File: src/design/eep_pkg.sv
// Purpose: shared constants and types of the two-wire memory slave
// Assumes: core clock of 100 MHz
// Notes:   the storage array sits outside and is reached by ports
//
// Summary of operation
// RQ1: start is SDA falling with SCL high; stop is SDA rising with SCL high.
// RQ2: SDA changes only while SCL low; SDA is sampled while SCL high.
// RQ3: drive acknowledge low from eighth clock fall through ninth clock, when selected.
// RQ4: release SDA during the ninth clock of a read byte.
// RQ5: master sends three bytes plus acknowledge clocks; reads need nine more clocks.
// RQ6: selected only when select bits equal the three strap levels.
// RQ7: programming starts only on stop after full 27-clock write sequence.
// RQ8: matching write select during programming aborts the programming.
// RQ9: read select during programming is ignored and not acknowledged.
// RQ10: write select, address, repeated start, read select enters reading.
// RQ11: load addressed word on ninth clock; first bit after its falling edge.
// RQ12: one bit per clock; address increments only on master acknowledge low.
// RQ13: address counter wraps from the last location back to zero.
// RQ14: stop releases SDA and returns sequence control to idle.
// RQ15: programming erases word to all ones, then clears the zero data bits.
// RQ16: erase and write finish within 20 ms, typically 10 ms.
// RQ17: skip write when data has no zeros; skip erase when word erased.
// RQ18: SDA released after power-up; power-on period rejects programming.
// RQ19: master should first perform a read sequence with a word address.
// RQ20: stop after write to address 0 of FF with strap 2 floating erases all.
// RQ21: master returns the floated strap to a defined level after total erase.
// RQ22: strap 0 floating blocks all programming and requires select bit 0 zero.
// RQ23: bytes travel most significant bit first.
// RQ24: select word is type code, three select bits, then direction bit.
// RQ25: unmatched select leaves SDA released until next start or stop.
// RQ26: master leaving acknowledge high ends the read; device waits for stop.
package eep_pkg;
  localparam int CLK_PERIOD_NS = 10;
  localparam int PROG_TYP_MS   = 10;
  localparam int PROG_MAX_MS   = 20;
  localparam int PHASE_CYC     = PROG_TYP_MS * 1_000_000 / CLK_PERIOD_NS / 2;
  localparam int POR_TIME_US   = 100;
  localparam int POR_CYC       = POR_TIME_US * 1_000 / CLK_PERIOD_NS;
  localparam int TMR_W         = 24;

  // select word type code, value is arbitrary
  localparam logic [3:0] TYPE_CODE = 4'h6;
  localparam int SEL_TYPE_HI = 7;
  localparam int SEL_TYPE_LO = 4;
  localparam int SEL_CS2     = 3;
  localparam int SEL_CS1     = 2;
  localparam int SEL_CS0     = 1;
  localparam int SEL_DIR     = 0;

  localparam logic [3:0] BIT_ZERO  = 4'h0;
  localparam logic [3:0] BIT_LAST  = 4'h8;
  localparam logic [3:0] BIT_ACK   = 4'h9;
  localparam logic [3:0] BIT_STEP  = 4'h1;
  localparam logic [7:0] ADDR_ZERO = 8'h00;
  localparam logic [7:0] ADDR_STEP = 8'h01;
  localparam logic [7:0] DATA_ONES = 8'hff;

  localparam int SYNC_BITS = 8;
  localparam logic [SYNC_BITS-1:0] SYNC_RST = 8'h03;
  localparam int IX_SCL = 0;
  localparam int IX_SDA = 1;
  localparam int IX_S0  = 2;
  localparam int IX_S1  = 3;
  localparam int IX_S2  = 4;
  localparam int IX_F0  = 5;
  localparam int IX_F2  = 7;

  localparam int BUF_DEPTH = 2;
  localparam int CMD_W     = 19;

  typedef enum logic [2:0] {
    ST_IDLE, ST_SEL, ST_WADDR, ST_WDATA, ST_WDONE, ST_RLOAD, ST_READ, ST_IGNORE
  } eep_bus_e;

  typedef enum logic [1:0] {PG_IDLE, PG_ERASE, PG_WRITE, PG_PUSH} eep_prog_e;
endpackage

File: src/design/eep_buf2.sv
// Purpose: two-entry command buffer toward the storage array
// Assumes: one clock, synchronous reset
// Notes:   full and empty come from flops
`timescale 1ns/1ps
`default_nettype none
module eep_buf2
  import eep_pkg::*;
(
  input  wire logic             core_clk,
  input  wire logic             srst,
  input  wire logic             in_valid,
  output logic                  in_ready,
  input  wire logic [CMD_W-1:0] in_data,
  output logic                  out_valid,
  input  wire logic             out_ready,
  output logic      [CMD_W-1:0] out_data
);
  logic [CMD_W-1:0] mem_r [BUF_DEPTH];
  logic             wp_r;
  logic             rp_r;
  logic [1:0]       cnt_r;
  logic [1:0]       cnt_nxt;
  logic             in_ready_r;
  logic             out_valid_r;
  wire              push = in_valid & in_ready_r;
  wire              pop  = out_valid_r & out_ready;

  assign cnt_nxt   = cnt_r + {1'b0, push} - {1'b0, pop};
  assign in_ready  = in_ready_r;
  assign out_valid = out_valid_r;
  assign out_data  = mem_r[rp_r];

  always_ff @(posedge core_clk) begin
    if (push) begin
      mem_r[wp_r] <= in_data;
    end
  end

  always_ff @(posedge core_clk) begin
    if (srst) begin
      wp_r        <= 1'b0;
      rp_r        <= 1'b0;
      cnt_r       <= 2'h0;
      in_ready_r  <= 1'b1;
      out_valid_r <= 1'b0;
    end else begin
      wp_r        <= wp_r ^ push;
      rp_r        <= rp_r ^ pop;
      cnt_r       <= cnt_nxt;
      in_ready_r  <= cnt_nxt != 2'(BUF_DEPTH);
      out_valid_r <= cnt_nxt != 2'h0;
    end
  end
endmodule
`default_nettype wire

File: src/design/eep_slave.sv
// Purpose: two-wire slave front end and programming control, 256 x 8 memory
// Assumes: SCL and SDA sampled by core_clk; array read data valid 2 cycles after rd_addr
// Notes:   wr_* carries finished programming commands to the array
`timescale 1ns/1ps
`default_nettype none
module eep_slave
  import eep_pkg::*;
#(
  parameter int PHASE_CYCLES = PHASE_CYC,
  parameter int POR_CYCLES   = POR_CYC
)(
  input  wire logic       core_clk,
  input  wire logic       srst,
  input  wire logic       scl_in,
  input  wire logic       sda_in,
  output logic            sda_out,
  output logic            sda_oe,
  input  wire logic       select_strap_bit0,
  input  wire logic       select_strap_bit1,
  input  wire logic       select_strap_bit2,
  input  wire logic       select_strap_bit0_float,
  input  wire logic       select_strap_bit1_float,
  input  wire logic       select_strap_bit2_float,
  output logic      [7:0] rd_addr,
  input  wire logic [7:0] rd_data,
  output logic            prog_busy,
  output logic            wr_valid,
  input  wire logic       wr_ready,
  output logic            wr_all,
  output logic            wr_erase,
  output logic            wr_write,
  output logic      [7:0] wr_addr,
  output logic      [7:0] wr_data
);
  // ------------------------------------------------------------
  // pin synchronisers
  // ------------------------------------------------------------
  wire [SYNC_BITS-1:0] pin_vec = {select_strap_bit2_float, select_strap_bit1_float,
                                  select_strap_bit0_float, select_strap_bit2,
                                  select_strap_bit1, select_strap_bit0, sda_in, scl_in};
  wire [SYNC_BITS-1:0] filt;

  genvar gi;
  generate
    for (gi = 0; gi < SYNC_BITS; gi++) begin : g_sync
      logic s1_r;
      logic s2_r;
      logic s3_r;
      logic f_r;
      assign filt[gi] = f_r;
      always_ff @(posedge core_clk) begin
        if (srst) begin
          s1_r <= SYNC_RST[gi];
          s2_r <= SYNC_RST[gi];
          s3_r <= SYNC_RST[gi];
          f_r  <= SYNC_RST[gi];
        end else begin
          s1_r <= pin_vec[gi];
          s2_r <= s1_r;
          s3_r <= s2_r;
          if (s2_r == s3_r) begin
            f_r <= s3_r;
          end
        end
      end
    end
  endgenerate

  wire scl_f   = filt[IX_SCL];
  wire sda_f   = filt[IX_SDA];
  wire strap0  = filt[IX_S0];
  wire strap1  = filt[IX_S1];
  wire strap2  = filt[IX_S2];
  wire protect = filt[IX_F0];
  wire float2  = filt[IX_F2];

  // ------------------------------------------------------------
  // bus events
  // ------------------------------------------------------------
  logic scl_d_r;
  logic sda_d_r;

  always_ff @(posedge core_clk) begin
    if (srst) begin
      scl_d_r <= SYNC_RST[IX_SCL];
      sda_d_r <= SYNC_RST[IX_SDA];
    end else begin
      scl_d_r <= scl_f;
      sda_d_r <= sda_f;
    end
  end

  wire scl_rise  = scl_f & ~scl_d_r;
  wire scl_fall  = ~scl_f & scl_d_r;
  // RQ1 start stop
  wire start_det = scl_f & scl_d_r & sda_d_r & ~sda_f;
  wire stop_det  = scl_f & scl_d_r & ~sda_d_r & sda_f;

  // ------------------------------------------------------------
  // byte handling
  // ------------------------------------------------------------
  eep_bus_e   st_r;
  eep_bus_e   st_nxt;
  eep_prog_e  pg_r;
  eep_prog_e  pg_nxt;
  logic [3:0] cnt_r;
  logic [7:0] rx_r;
  logic [7:0] tx_r;
  logic [7:0] addr_r;
  logic [7:0] data_r;
  logic       sda_oe_r;
  logic       sda_oe_nxt;
  logic       sda_out_r;
  logic       prog_busy_r;
  logic [TMR_W-1:0] tmr_r;
  logic [TMR_W-1:0] por_r;
  logic       all_r;
  logic       er_r;
  logic       wrf_r;
  logic [7:0] paddr_r;
  logic [7:0] pdata_r;

  wire busy     = prog_busy_r;
  wire por_on   = por_r != TMR_W'(0);
  wire byte_end = scl_fall && cnt_r == BIT_LAST;
  wire ack_end  = scl_fall && cnt_r == BIT_ACK;
  wire ack_rise = scl_rise && cnt_r == BIT_LAST;
  wire bit_fall = scl_fall && cnt_r != BIT_ZERO && cnt_r < BIT_LAST;

  // RQ24 select layout
  wire type_ok = rx_r[SEL_TYPE_HI:SEL_TYPE_LO] == TYPE_CODE;
  wire dir_rd  = rx_r[SEL_DIR];
  // RQ6 strap match
  wire cs_hi   = rx_r[SEL_CS2] == strap2 && rx_r[SEL_CS1] == strap1;
  // RQ22 protect select
  wire cs_lo   = protect ? !rx_r[SEL_CS0] : rx_r[SEL_CS0] == strap0;
  wire match   = type_ok && cs_hi && cs_lo;

  wire in_sel    = st_r == ST_SEL;
  wire wr_sel_ok = in_sel && match && !dir_rd;
  // RQ9 poll while busy
  wire rd_sel_ok = in_sel && match && dir_rd && !busy;
  // RQ8 abort on write select
  wire abort     = byte_end && wr_sel_ok && busy;
  wire want_ack  = wr_sel_ok || rd_sel_ok || st_r == ST_WADDR || st_r == ST_WDATA;
  wire m_ack     = ack_rise && st_r == ST_READ && !sda_f;
  wire m_nack    = ack_rise && st_r == ST_READ && sda_f;
  wire [7:0] tx_src = (st_r == ST_RLOAD) ? tx_r : rd_data;

  // RQ7 stop after data
  wire prog_req   = stop_det && st_r == ST_WDONE && !protect && !por_on;
  // RQ20 total erase
  wire all_req    = prog_req && addr_r == ADDR_ZERO && data_r == DATA_ONES && float2;
  // RQ17 skip phases
  wire need_erase = all_req || rd_data != DATA_ONES;
  wire need_write = !all_req && data_r != DATA_ONES;
  wire tmr_done   = tmr_r == TMR_W'(0);
  wire push_rdy;
  wire [CMD_W-1:0] buf_out;

  // RQ10 read entry
  always_comb begin
    st_nxt = st_r;
    if (start_det) begin
      st_nxt = ST_SEL;
    end else if (stop_det) begin
      // RQ14 idle on stop
      st_nxt = ST_IDLE;
    end else if (byte_end) begin
      case (st_r)
        ST_SEL:   st_nxt = wr_sel_ok ? ST_WADDR : (rd_sel_ok ? ST_RLOAD : ST_IGNORE);
        ST_WADDR: st_nxt = ST_WDATA;
        ST_WDATA: st_nxt = ST_WDONE;
        ST_WDONE: st_nxt = ST_IGNORE;
        default:  st_nxt = st_r;
      endcase
    end else if (m_nack) begin
      // RQ26 end read
      st_nxt = ST_IGNORE;
    end else if (ack_end && st_r == ST_RLOAD) begin
      st_nxt = ST_READ;
    end
  end

  always_comb begin
    sda_oe_nxt = sda_oe_r;
    if (start_det || stop_det) begin
      sda_oe_nxt = 1'b0;
    end else if (byte_end) begin
      // RQ3 acknowledge, RQ4 read release, RQ25 silent
      sda_oe_nxt = want_ack && st_r != ST_READ;
    end else if (ack_end) begin
      // RQ11 first bit
      sda_oe_nxt = (st_r == ST_RLOAD || st_r == ST_READ) && !tx_src[7];
    end else if (bit_fall && st_r == ST_READ) begin
      // RQ23 msb first
      sda_oe_nxt = !tx_r[6];
    end
  end

  always_ff @(posedge core_clk) begin
    if (srst) begin
      st_r      <= ST_IDLE;
      cnt_r     <= BIT_ZERO;
      sda_oe_r  <= 1'b0;
      sda_out_r <= 1'b0;
    end else begin
      st_r      <= st_nxt;
      sda_oe_r  <= sda_oe_nxt;
      sda_out_r <= 1'b0;
      if (start_det || ack_end) begin
        cnt_r <= BIT_ZERO;
      end else if (scl_rise && cnt_r < BIT_ACK) begin
        cnt_r <= cnt_r + BIT_STEP;
      end
    end
  end

  // RQ2 sample while high
  always_ff @(posedge core_clk) begin
    if (srst) begin
      rx_r <= ADDR_ZERO;
    end else if (scl_rise && cnt_r < BIT_LAST) begin
      rx_r <= {rx_r[6:0], sda_f};
    end
  end

  // RQ12 shift one bit per clock
  always_ff @(posedge core_clk) begin
    if (srst) begin
      tx_r <= DATA_ONES;
    end else if (ack_rise && st_r == ST_RLOAD) begin
      tx_r <= rd_data;
    end else if (ack_end) begin
      tx_r <= tx_src;
    end else if (bit_fall && st_r == ST_READ) begin
      tx_r <= {tx_r[6:0], 1'b1};
    end
  end

  always_ff @(posedge core_clk) begin
    if (srst) begin
      addr_r <= ADDR_ZERO;
      data_r <= DATA_ONES;
    end else if (byte_end && st_r == ST_WADDR) begin
      addr_r <= rx_r;
    end else if (byte_end && st_r == ST_WDATA) begin
      data_r <= rx_r;
    end else if (m_ack) begin
      // RQ13 wrap to zero
      addr_r <= addr_r + ADDR_STEP;
    end
  end

  // ------------------------------------------------------------
  // self-timed programming
  // ------------------------------------------------------------
  // RQ16 phase timing
  always_comb begin
    pg_nxt = pg_r;
    if (abort) begin
      pg_nxt = PG_IDLE;
    end else begin
      case (pg_r)
        PG_IDLE: begin
          if (prog_req && need_erase) begin
            pg_nxt = PG_ERASE;
          end else if (prog_req && need_write) begin
            pg_nxt = PG_WRITE;
          end
        end
        PG_ERASE: begin
          if (tmr_done) begin
            pg_nxt = wrf_r ? PG_WRITE : PG_PUSH;
          end
        end
        PG_WRITE: begin
          if (tmr_done) begin
            pg_nxt = PG_PUSH;
          end
        end
        PG_PUSH: begin
          if (push_rdy) begin
            pg_nxt = PG_IDLE;
          end
        end
        default: pg_nxt = PG_IDLE;
      endcase
    end
  end

  always_ff @(posedge core_clk) begin
    if (srst) begin
      pg_r        <= PG_IDLE;
      prog_busy_r <= 1'b0;
      tmr_r       <= TMR_W'(0);
    end else begin
      pg_r        <= pg_nxt;
      prog_busy_r <= pg_nxt != PG_IDLE;
      if (pg_nxt != pg_r) begin
        tmr_r <= TMR_W'(PHASE_CYCLES - 1);
      end else if (!tmr_done) begin
        tmr_r <= tmr_r - TMR_W'(1);
      end
    end
  end

  // RQ15 erase then write
  always_ff @(posedge core_clk) begin
    if (srst) begin
      all_r   <= 1'b0;
      er_r    <= 1'b0;
      wrf_r   <= 1'b0;
      paddr_r <= ADDR_ZERO;
      pdata_r <= DATA_ONES;
    end else if (prog_req && pg_r == PG_IDLE) begin
      all_r   <= all_req;
      er_r    <= need_erase;
      wrf_r   <= need_write;
      paddr_r <= addr_r;
      pdata_r <= data_r;
    end
  end

  // RQ18 power-on hold-off
  always_ff @(posedge core_clk) begin
    if (srst) begin
      por_r <= TMR_W'(POR_CYCLES);
    end else if (por_on) begin
      por_r <= por_r - TMR_W'(1);
    end
  end

  eep_buf2 u_buf (
    .core_clk  (core_clk),
    .srst      (srst),
    .in_valid  (pg_r == PG_PUSH),
    .in_ready  (push_rdy),
    .in_data   ({all_r, er_r, wrf_r, paddr_r, pdata_r}),
    .out_valid (wr_valid),
    .out_ready (wr_ready),
    .out_data  (buf_out)
  );

  assign {wr_all, wr_erase, wr_write, wr_addr, wr_data} = buf_out;
  assign sda_out   = sda_out_r;
  assign sda_oe    = sda_oe_r;
  assign rd_addr   = addr_r;
  assign prog_busy = prog_busy_r;
endmodule
`default_nettype wire

File: config.mk
export PLATFORM = sky130hd
export DESIGN_NAME = eep_slave
export DESIGN_NICKNAME = d
export VERILOG_FILES = /design/src/design/eep_pkg.sv /design/src/design/eep_buf2.sv /design/src/design/eep_slave.sv
export SDC_FILE = /design/constraint.sdc
export NUM_CORES = 1
export LEC_CHECK = 0
export BUFFER_PORTS_ARGS = -buffer_cell sky130_fd_sc_hd__buf_2
export CORE_MARGIN = 4
export CORE_UTILIZATION = 60
export CTS_CLUSTER_SIZE = 14
export DETAILED_ROUTE_END_ITERATION = 12
export PLACE_DENSITY = 0.85
export RECOVER_POWER = 50
export SETUP_SLACK_MARGIN = 0.4
export SYNTH_ARGS = -nofsm -noshare
export SYNTH_HDL_FRONTEND = slang
export SYNTH_HIERARCHICAL = 1
export SYNTH_SLANG_ARGS = --single-unit
File: constraint.sdc
create_clock -name core_clk -period 2.6 [get_ports core_clk]
set_input_delay 0.39 -clock core_clk [delete_from_list [all_inputs] [get_ports core_clk]]
set_output_delay 0.39 -clock core_clk [all_outputs]
set_load 0.005 [all_outputs]
==> flow_summary.json, run 1 <==
{
  "placement.setup.worst_slack_ns": 0.201,
  "sequential_to_total_area_share_from_yosys_stat_pct": 51.5,
  "groute.layer.met2.usage_pct": 39.3,
  "wire_length_of_the_first_global_routing_pass_um": 27600,
  "core_area_um2": 12800,
  "failed_checks": "capacitance limit, slew limit",
  "layout.filler_cells": 848,
  "syn-mean-instance-area_um2": 9.57,
  "route.final.wire_length_um": 18200,
  "num-nets-final": 923,
  "timing.critical_path.to_type": "flop",
  "powerDensity_nw_per_um2": 763,
  "vias": 6460,
  "synth_cells": 825,
  "finalInstanceArea_um2": 9430,
  "hold_buffers": 0,
  "grt-busiest-layer": "met2",
  "outcome": "complete, but fails checks",
  "initial_cell_density_of_the_core_pct": 61.8,
  "grt_use_met3_pct": 4.56,
  "finalCoreUtilization_pct": 73.8,
  "area.sequential_um2": 4080,
  "dr.first_iter.drc_count": 667,
  "worst-slew-pin-transition_ns": 1.51,
  "post_dp_cell_area_um2": 8460,
  "netlist.area_leader.share_pct": 37.0,
  "asyncSetResetFlopFracSynth_pct": 0,
  "hold_viol_final": 0,
  "ys_ff_latch": 184,
  "diodes": 0,
  "final_critical_path_setup_slack_ns": 0.276,
  "vias_per_cell": 5.99,
  "max-vdd-ir-drop_uv": 426,
  "hold_path_class": "input port to flop",
  "htree_depth": 4,
  "worst_path_maximum_fanout": 19,
  "final.setup.tns_ns": 0,
  "cts-root-to-sink-buffers": 2,
  "io-pin-count": 50,
  "netlist_cell_types": 60,
  "post_route_cells_drive_above_1_share_pct": 22.1,
  "global_route.usage.met1_pct": 28.5,
  "die_width_um": 123,
  "flow.area_growth_from_synthesis_pct": 19.5,
  "clkSinkCount": 184,
  "grt_remaining_overflow": 0,
  "die_h_um": 123,
  "global_route.usage.total_pct": 23.1,
  "report.final.setup_viol": 0,
  "final_min_period_ns": 2.32,
  "layout_worst_path_cycle_share_pct": 89.4,
  "slew_headroom_pct": -0.644,
  "worst-endpoint-required_ns": 2.65,
  "crit_type": "flop to flop",
  "wl_per_cell_um": 16.9,
  "clkTransAtPathRegs_ns": 0.06,
  "cts_tree": "built",
  "first_pass_iters": 5,
  "drv.max_cap_violation_count": 1,
  "dpl.hpwl_um": 10800,
  "leak_nw": 3.55,
  "cts_made_buffers": 17,
  "total_power_mw": 7.19,
  "drt_drc_violations_left": 0,
  "postSynthNetCount": 855,
  "die_area_um2": 15100,
  "ctsRootBufferMaster": "clkbuf_16",
  "multi_input_area_um2": 3840,
  "via_count_of_the_first_global_routing_pass": 5815,
  "netlist.top_cell.by_area": "dfxtp_1",
  "io_buffer_count": 47,
  "synth.cell_area_um2": 7890,
  "report.final.slew_viol_count": 30,
  "grt_max_degree": 31,
  "synth_top_cells_by_area": "dfxtp_1 (37%), edfxtp_1 (14%), nand2_1 (5.2%)",
  "row_count": 41,
  "critical_path.startpoint_type": "flop",
  "antenna_found_initial": 0,
  "worstPathArrival_ns": 2.37,
  "route.antenna.remaining_nets": 0,
  "postSynth.topFlopCell": "dfxtp_1",
  "maxClockFrequency_ghz": 0.430,
  "yosys_warnings": 6,
  "synth_enable_flop_cells": 38,
  "rsz0062_at_grt": "yes",
  "clock_insertion_delay_worst_skew_ns": 0.44,
  "fin_skew_ns": 0.0130,
  "gpl.final_weighted_congestion": 0.856
}
[layout by cell type, fill, tap and decap left out, types with 4 or more instances in the layout]
| cell type | count |
|---|---|
| ha_1 | 9 |
| nand3_1 | 34 |
| nor4_2 | 5 |
| nand4b_1 | 5 |
| buf_6 | 4 |
| o211ai_1 | 7 |
| o21ai_0 | 29 |
| a31oi_1 | 15 |
| mux2i_1 | 10 |
| xnor2_1 | 22 |
| dfxtp_2 | 7 |
| clkbuf_1 | 19 |
| or3_1 | 10 |
| or2_2 | 10 |
| clkbuf_16 | 22 |
| nor3_1 | 16 |
| nor2b_1 | 24 |
| nand2_1 | 110 |
| nand3b_1 | 4 |
| mux2_2 | 20 |
| buf_4 | 24 |
| a21oi_1 | 41 |
| a211oi_1 | 11 |
| nand4_1 | 14 |
| or4_1 | 4 |
| nor2_1 | 61 |
| xor2_1 | 28 |
| nor3_2 | 14 |
| nor4_1 | 12 |
| inv_1 | 14 |
| buf_2 | 37 |
| dfxtp_1 | 137 |
| edfxtp_1 | 38 |
[state kept, by name, summed over array words and instances (netlist names), 2 cells and up]
register,count
tmr_r,24
rx_r,8
tx_r,8
data_r,8
g_sync.s2_r,7
g_sync.s3_r,7
por_r,24
paddr_r,8
rd_addr,8
st_r,3
u_buf/mem_r,38
u_buf/cnt_r,2
pdata_r,8
g_sync.s1_r,7
g_sync.f_r,6
pg_r,2
cnt_r,4
[metrics by stage]
stage               hold WS (ns)  cells
floorplan                  0.389    825
detailed placement         0.395   1035
global route               0.141   1078
finish                     0.140   1078
global placement           0.392   1035
CTS                        0.124   1070
[routing by layer]
metal  vias up  routed length (µm)
li1       3067                   -
met1      3116                7460
met2       230                9230
met3        47                 989
met4         0                 529
met5         -                   0
[cells by family after synthesis]
family | count (synthesis) | synth area share [%]
AO/OA/AOI/OAI | 128 | 9.88
XOR/XNOR | 51 | 5.66
adder cells (fa/ha/maj) | 11 | 1.74
buffers and inverters | 58 | 3.01
flip-flops | 184 | 51.5
multiplexers | 30 | 4.12
other | 1 | 0.0475
AND/OR/NAND/NOR | 362 | 24.0
[path summary, 6_finish.rpt]
check,from,end,slack (ns),cells after the start
worst max register to register,pg_r[1],u_buf/mem_r[0][7],0.28,5
worst max-delay path,pg_r[1],u_buf/mem_r[0][7],0.28,5
worst min-delay path,scl_in,g_sync[0].s1_r,0.14,2
worst min register to register,g_sync[0].s1_r,g_sync[0].s2_r,0.41,1
[final cells by class]
cell class	count	area share [%]
sequential	184	43.3
multi-input combinational	583	40.7
timing repair buffer	90	6.66
clock buffer	21	5.23
tap	172	2.28
clock inverter	11	1.17
inverter	17	0.677
[Yosys cell counts, types with 10 or more instances]
master,count
nor4_1,19
xnor2_1,22
dfxtp_1,146
a211oi_1,12
mux2_2,20
or2_2,10
ha_1,11
o21ai_0,29
a31oi_1,17
a21oi_1,45
nand2_1,110
edfxtp_1,38
mux2i_1,10
or3_1,12
nor3_1,19
nand3_1,34
nor2_1,61
xor2_1,29
inv_1,17
nor2b_1,27
nor3_2,11
clkbuf_1,30
nand4_1,14
[where the power goes]
part	switching, mW	internal (mW)
Clock	1.11	1.47
Combinational	0.818	0.586
Sequential	0.151	3.05
[worst max-delay path: stages (launching register included)]
cell	delay, ns
dfxtp_1	0.50
and2_0	0.23
nand2_1	0.13
inv_2	0.12
ha_1	0.15
clkbuf_1	0.80
[timing repair]
item,in CTS,in global routing
gates cloned,0,4
resized for setup,14,53
endpoints found under the setup margin,42,73
setup buffers,3,4
pin swaps,3,7
endpoints found under the hold margin,0,0
Note: power is estimated with default switching activity, not from simulation.
==> run 2, diff against run 1 <==
--- a/config.mk
+++ b/config.mk
@@ -12,7 +12,7 @@
 export DETAILED_ROUTE_END_ITERATION = 12
 export PLACE_DENSITY = 0.85
 export RECOVER_POWER = 50
-export SETUP_SLACK_MARGIN = 0.4
+export SETUP_SLACK_MARGIN = 0.5
 export SYNTH_ARGS = -nofsm -noshare
 export SYNTH_HDL_FRONTEND = slang
 export SYNTH_HIERARCHICAL = 1
==> run 2 against run 1 <==
Utilization up 5.0 points; design area up 6.7%; wire length up 21%; critical endpoint is now u_buf/mem_r[0][4]; worst setup slack worse by 0.090 ns; fmax down 3.7%; sequential share of layout area down 2.7 points; global-route usage up 0.96 points; clock-buffer cell count down 2; power up 0.72%; the run still ends with capacitance limit, slew limit left; flip-flop and latch count unchanged.
==> flow_summary.json, run 2 (synthesis results as in run 1) <==
{
  "final_cell_count_no_fill": 1106,
  "timing.critical_path.to_type": "flop",
  "initial_cell_density_of_the_core_pct": 61.8,
  "die_area_um2": 15100,
  "hold_path_class": "input port to flop",
  "report.final.setup_viol": 0,
  "report.final.slew_viol_count": 70,
  "core_area_um2": 12800,
  "largest_register_ffs": 38,
  "slew_headroom_pct": -42.5,
  "final_min_period_ns": 2.41,
  "flow.area_growth_from_synthesis_pct": 27.5,
  "gpl.final_weighted_congestion": 0.859,
  "cts_tree": "built",
  "failed_checks": "capacitance limit, slew limit",
  "num-nets-final": 951,
  "outcome": "complete, but fails checks",
  "portion_of_total_power_attributed_to_the_clock_network_pct": 35.4,
  "placement.setup.worst_slack_ns": 0.312,
  "clkSinkCount": 184,
  "internal-power_mw": 5.09,
  "clkTransAtPathRegs_ns": 0.08,
  "grt_max_degree": 39,
  "power.share.combinational_pct": 20.4,
  "dpl.hpwl_um": 10900,
  "cts_made_buffers": 17,
  "maxClockFrequency_ghz": 0.414,
  "first_pass_iters": 7,
  "fin_skew_ns": 0.0144,
  "ctsRootBufferMaster": "clkbuf_16",
  "die_h_um": 123,
  "die_width_um": 123,
  "worst-slew-pin-transition_ns": 2.14,
  "via_count_of_the_first_global_routing_pass": 6047,
  "route.final.wire_length_um": 22100,
  "final_critical_path_setup_slack_ns": 0.186,
  "diodes": 0,
  "layout_commonest_cell": "dfxtp_1",
  "crit_type": "flop to flop",
  "post_route_cells_drive_above_1_share_pct": 30.8,
  "vias": 6993,
  "grt_remaining_overflow": 0,
  "place_inst": 1037,
  "io-pin-count": 50,
  "layout_worst_path_cycle_share_pct": 92.8,
  "wl_per_cell_um": 20.0,
  "io_buffer_count": 47,
  "antenna_found_initial": 0,
  "total_power_mw": 7.25,
  "max-vdd-ir-drop_uv": 503,
  "reg_top3": "u_buf/mem_r: 38 flops, por_r: 24 flops, tmr_r: 24 flops",
  "row_count": 41,
  "drt_drc_violations_left": 0,
  "net-switching-power_mw": 2.15,
  "powerDensity_nw_per_um2": 720,
  "route.antenna.remaining_nets": 0,
  "vias_per_cell": 6.32,
  "wire_length_of_the_first_global_routing_pass_um": 28800,
  "switching_share_pct": 29.7,
  "worstPathArrival_ns": 2.46,
  "p_seq_share_pct": 44.2,
  "hold_viol_final": 0,
  "registers.top_by_ff_count": "u_buf/mem_r",
  "global_route.usage.total_pct": 24.1,
  "worst-endpoint-required_ns": 2.65,
  "finalCoreUtilization_pct": 78.8,
  "leak_nw": 3.88,
  "rsz0062_at_grt": "yes",
  "dr.first_iter.drc_count": 901,
  "worst_path_maximum_fanout": 19,
  "clock_insertion_delay_worst_skew_ns": 0.44,
  "final.setup.tns_ns": 0,
  "drv.max_cap_violation_count": 2,
  "htree_depth": 4,
  "cts-root-to-sink-buffers": 2,
  "layout.cells.most_common_list": "dfxtp_1 (135), nand2_1 (89), nor2_1 (58)",
  "critical_path.startpoint_type": "flop"
}
[run 2: routing by layer]
layer  part of all wire (%)  track usage [%]
met5                      0                0
met4                    5.6             11.1
met3                    8.3             4.52
met2                     50             40.7
met1                     36             29.9
[run 2: final cells by class]
class	instances	area, µm²
Fill cell	679	2710
Tap cell	172	215
Inverter	17	68.8
Clock buffer	19	433
Sequential cell	184	4080
Multi-Input combinational cell	584	4240
Clock inverter	13	144
Timing Repair Buffer	117	887
[run 2: power groups by stage]
stage	Sequential, mW	Clock [mW]	Combinational [mW]
6_report	3.20	2.56	1.48
5_1_grt	3.22	2.70	1.60
4_1_cts	3.19	2.55	1.38
3_5_place_dp	3.25	0	1.32
3_3_place_gp	3.24	0	1.28
2_1_floorplan	3.22	0	1.04
[run 2: per-stage QoR]
stage               hold WS (ns)  instance area [µm²]
floorplan                  0.389                 7950
global placement           0.391                 8510
detailed placement         0.395                 8510
CTS                        0.126                 9430
global route               0.131                10100
finish                     0.140                10100
[run 2: worst max-delay path, cell delays in order (launching register included)]
cell	delay [ns]
dfxtp_1	0.39
and2_0	0.19
nand2_1	0.12
inv_1	0.18
clkbuf_4	0.17
ha_1	0.13
clkbuf_1	0.83
[run 2: worst paths after layout]
check        slack (ns)                 to            from  cells after the start
max                0.19  u_buf/mem_r[0][4]         pg_r[1]                      6
min                0.14     g_sync[1].s1_r          sda_in                      2
max reg2reg        0.19  u_buf/mem_r[0][4]         pg_r[1]                      6
min reg2reg        0.40     g_sync[0].s2_r  g_sync[0].s1_r                      1
[run 2: timing repair]
item | CTS | global route
endpoints found under the setup margin | 62 | 67
cloned | 4 | 1
pin swaps | 15 | 50
setup buffers | 13 | 19
hold buffers | 0 | 0
resized for setup | 50 | 120
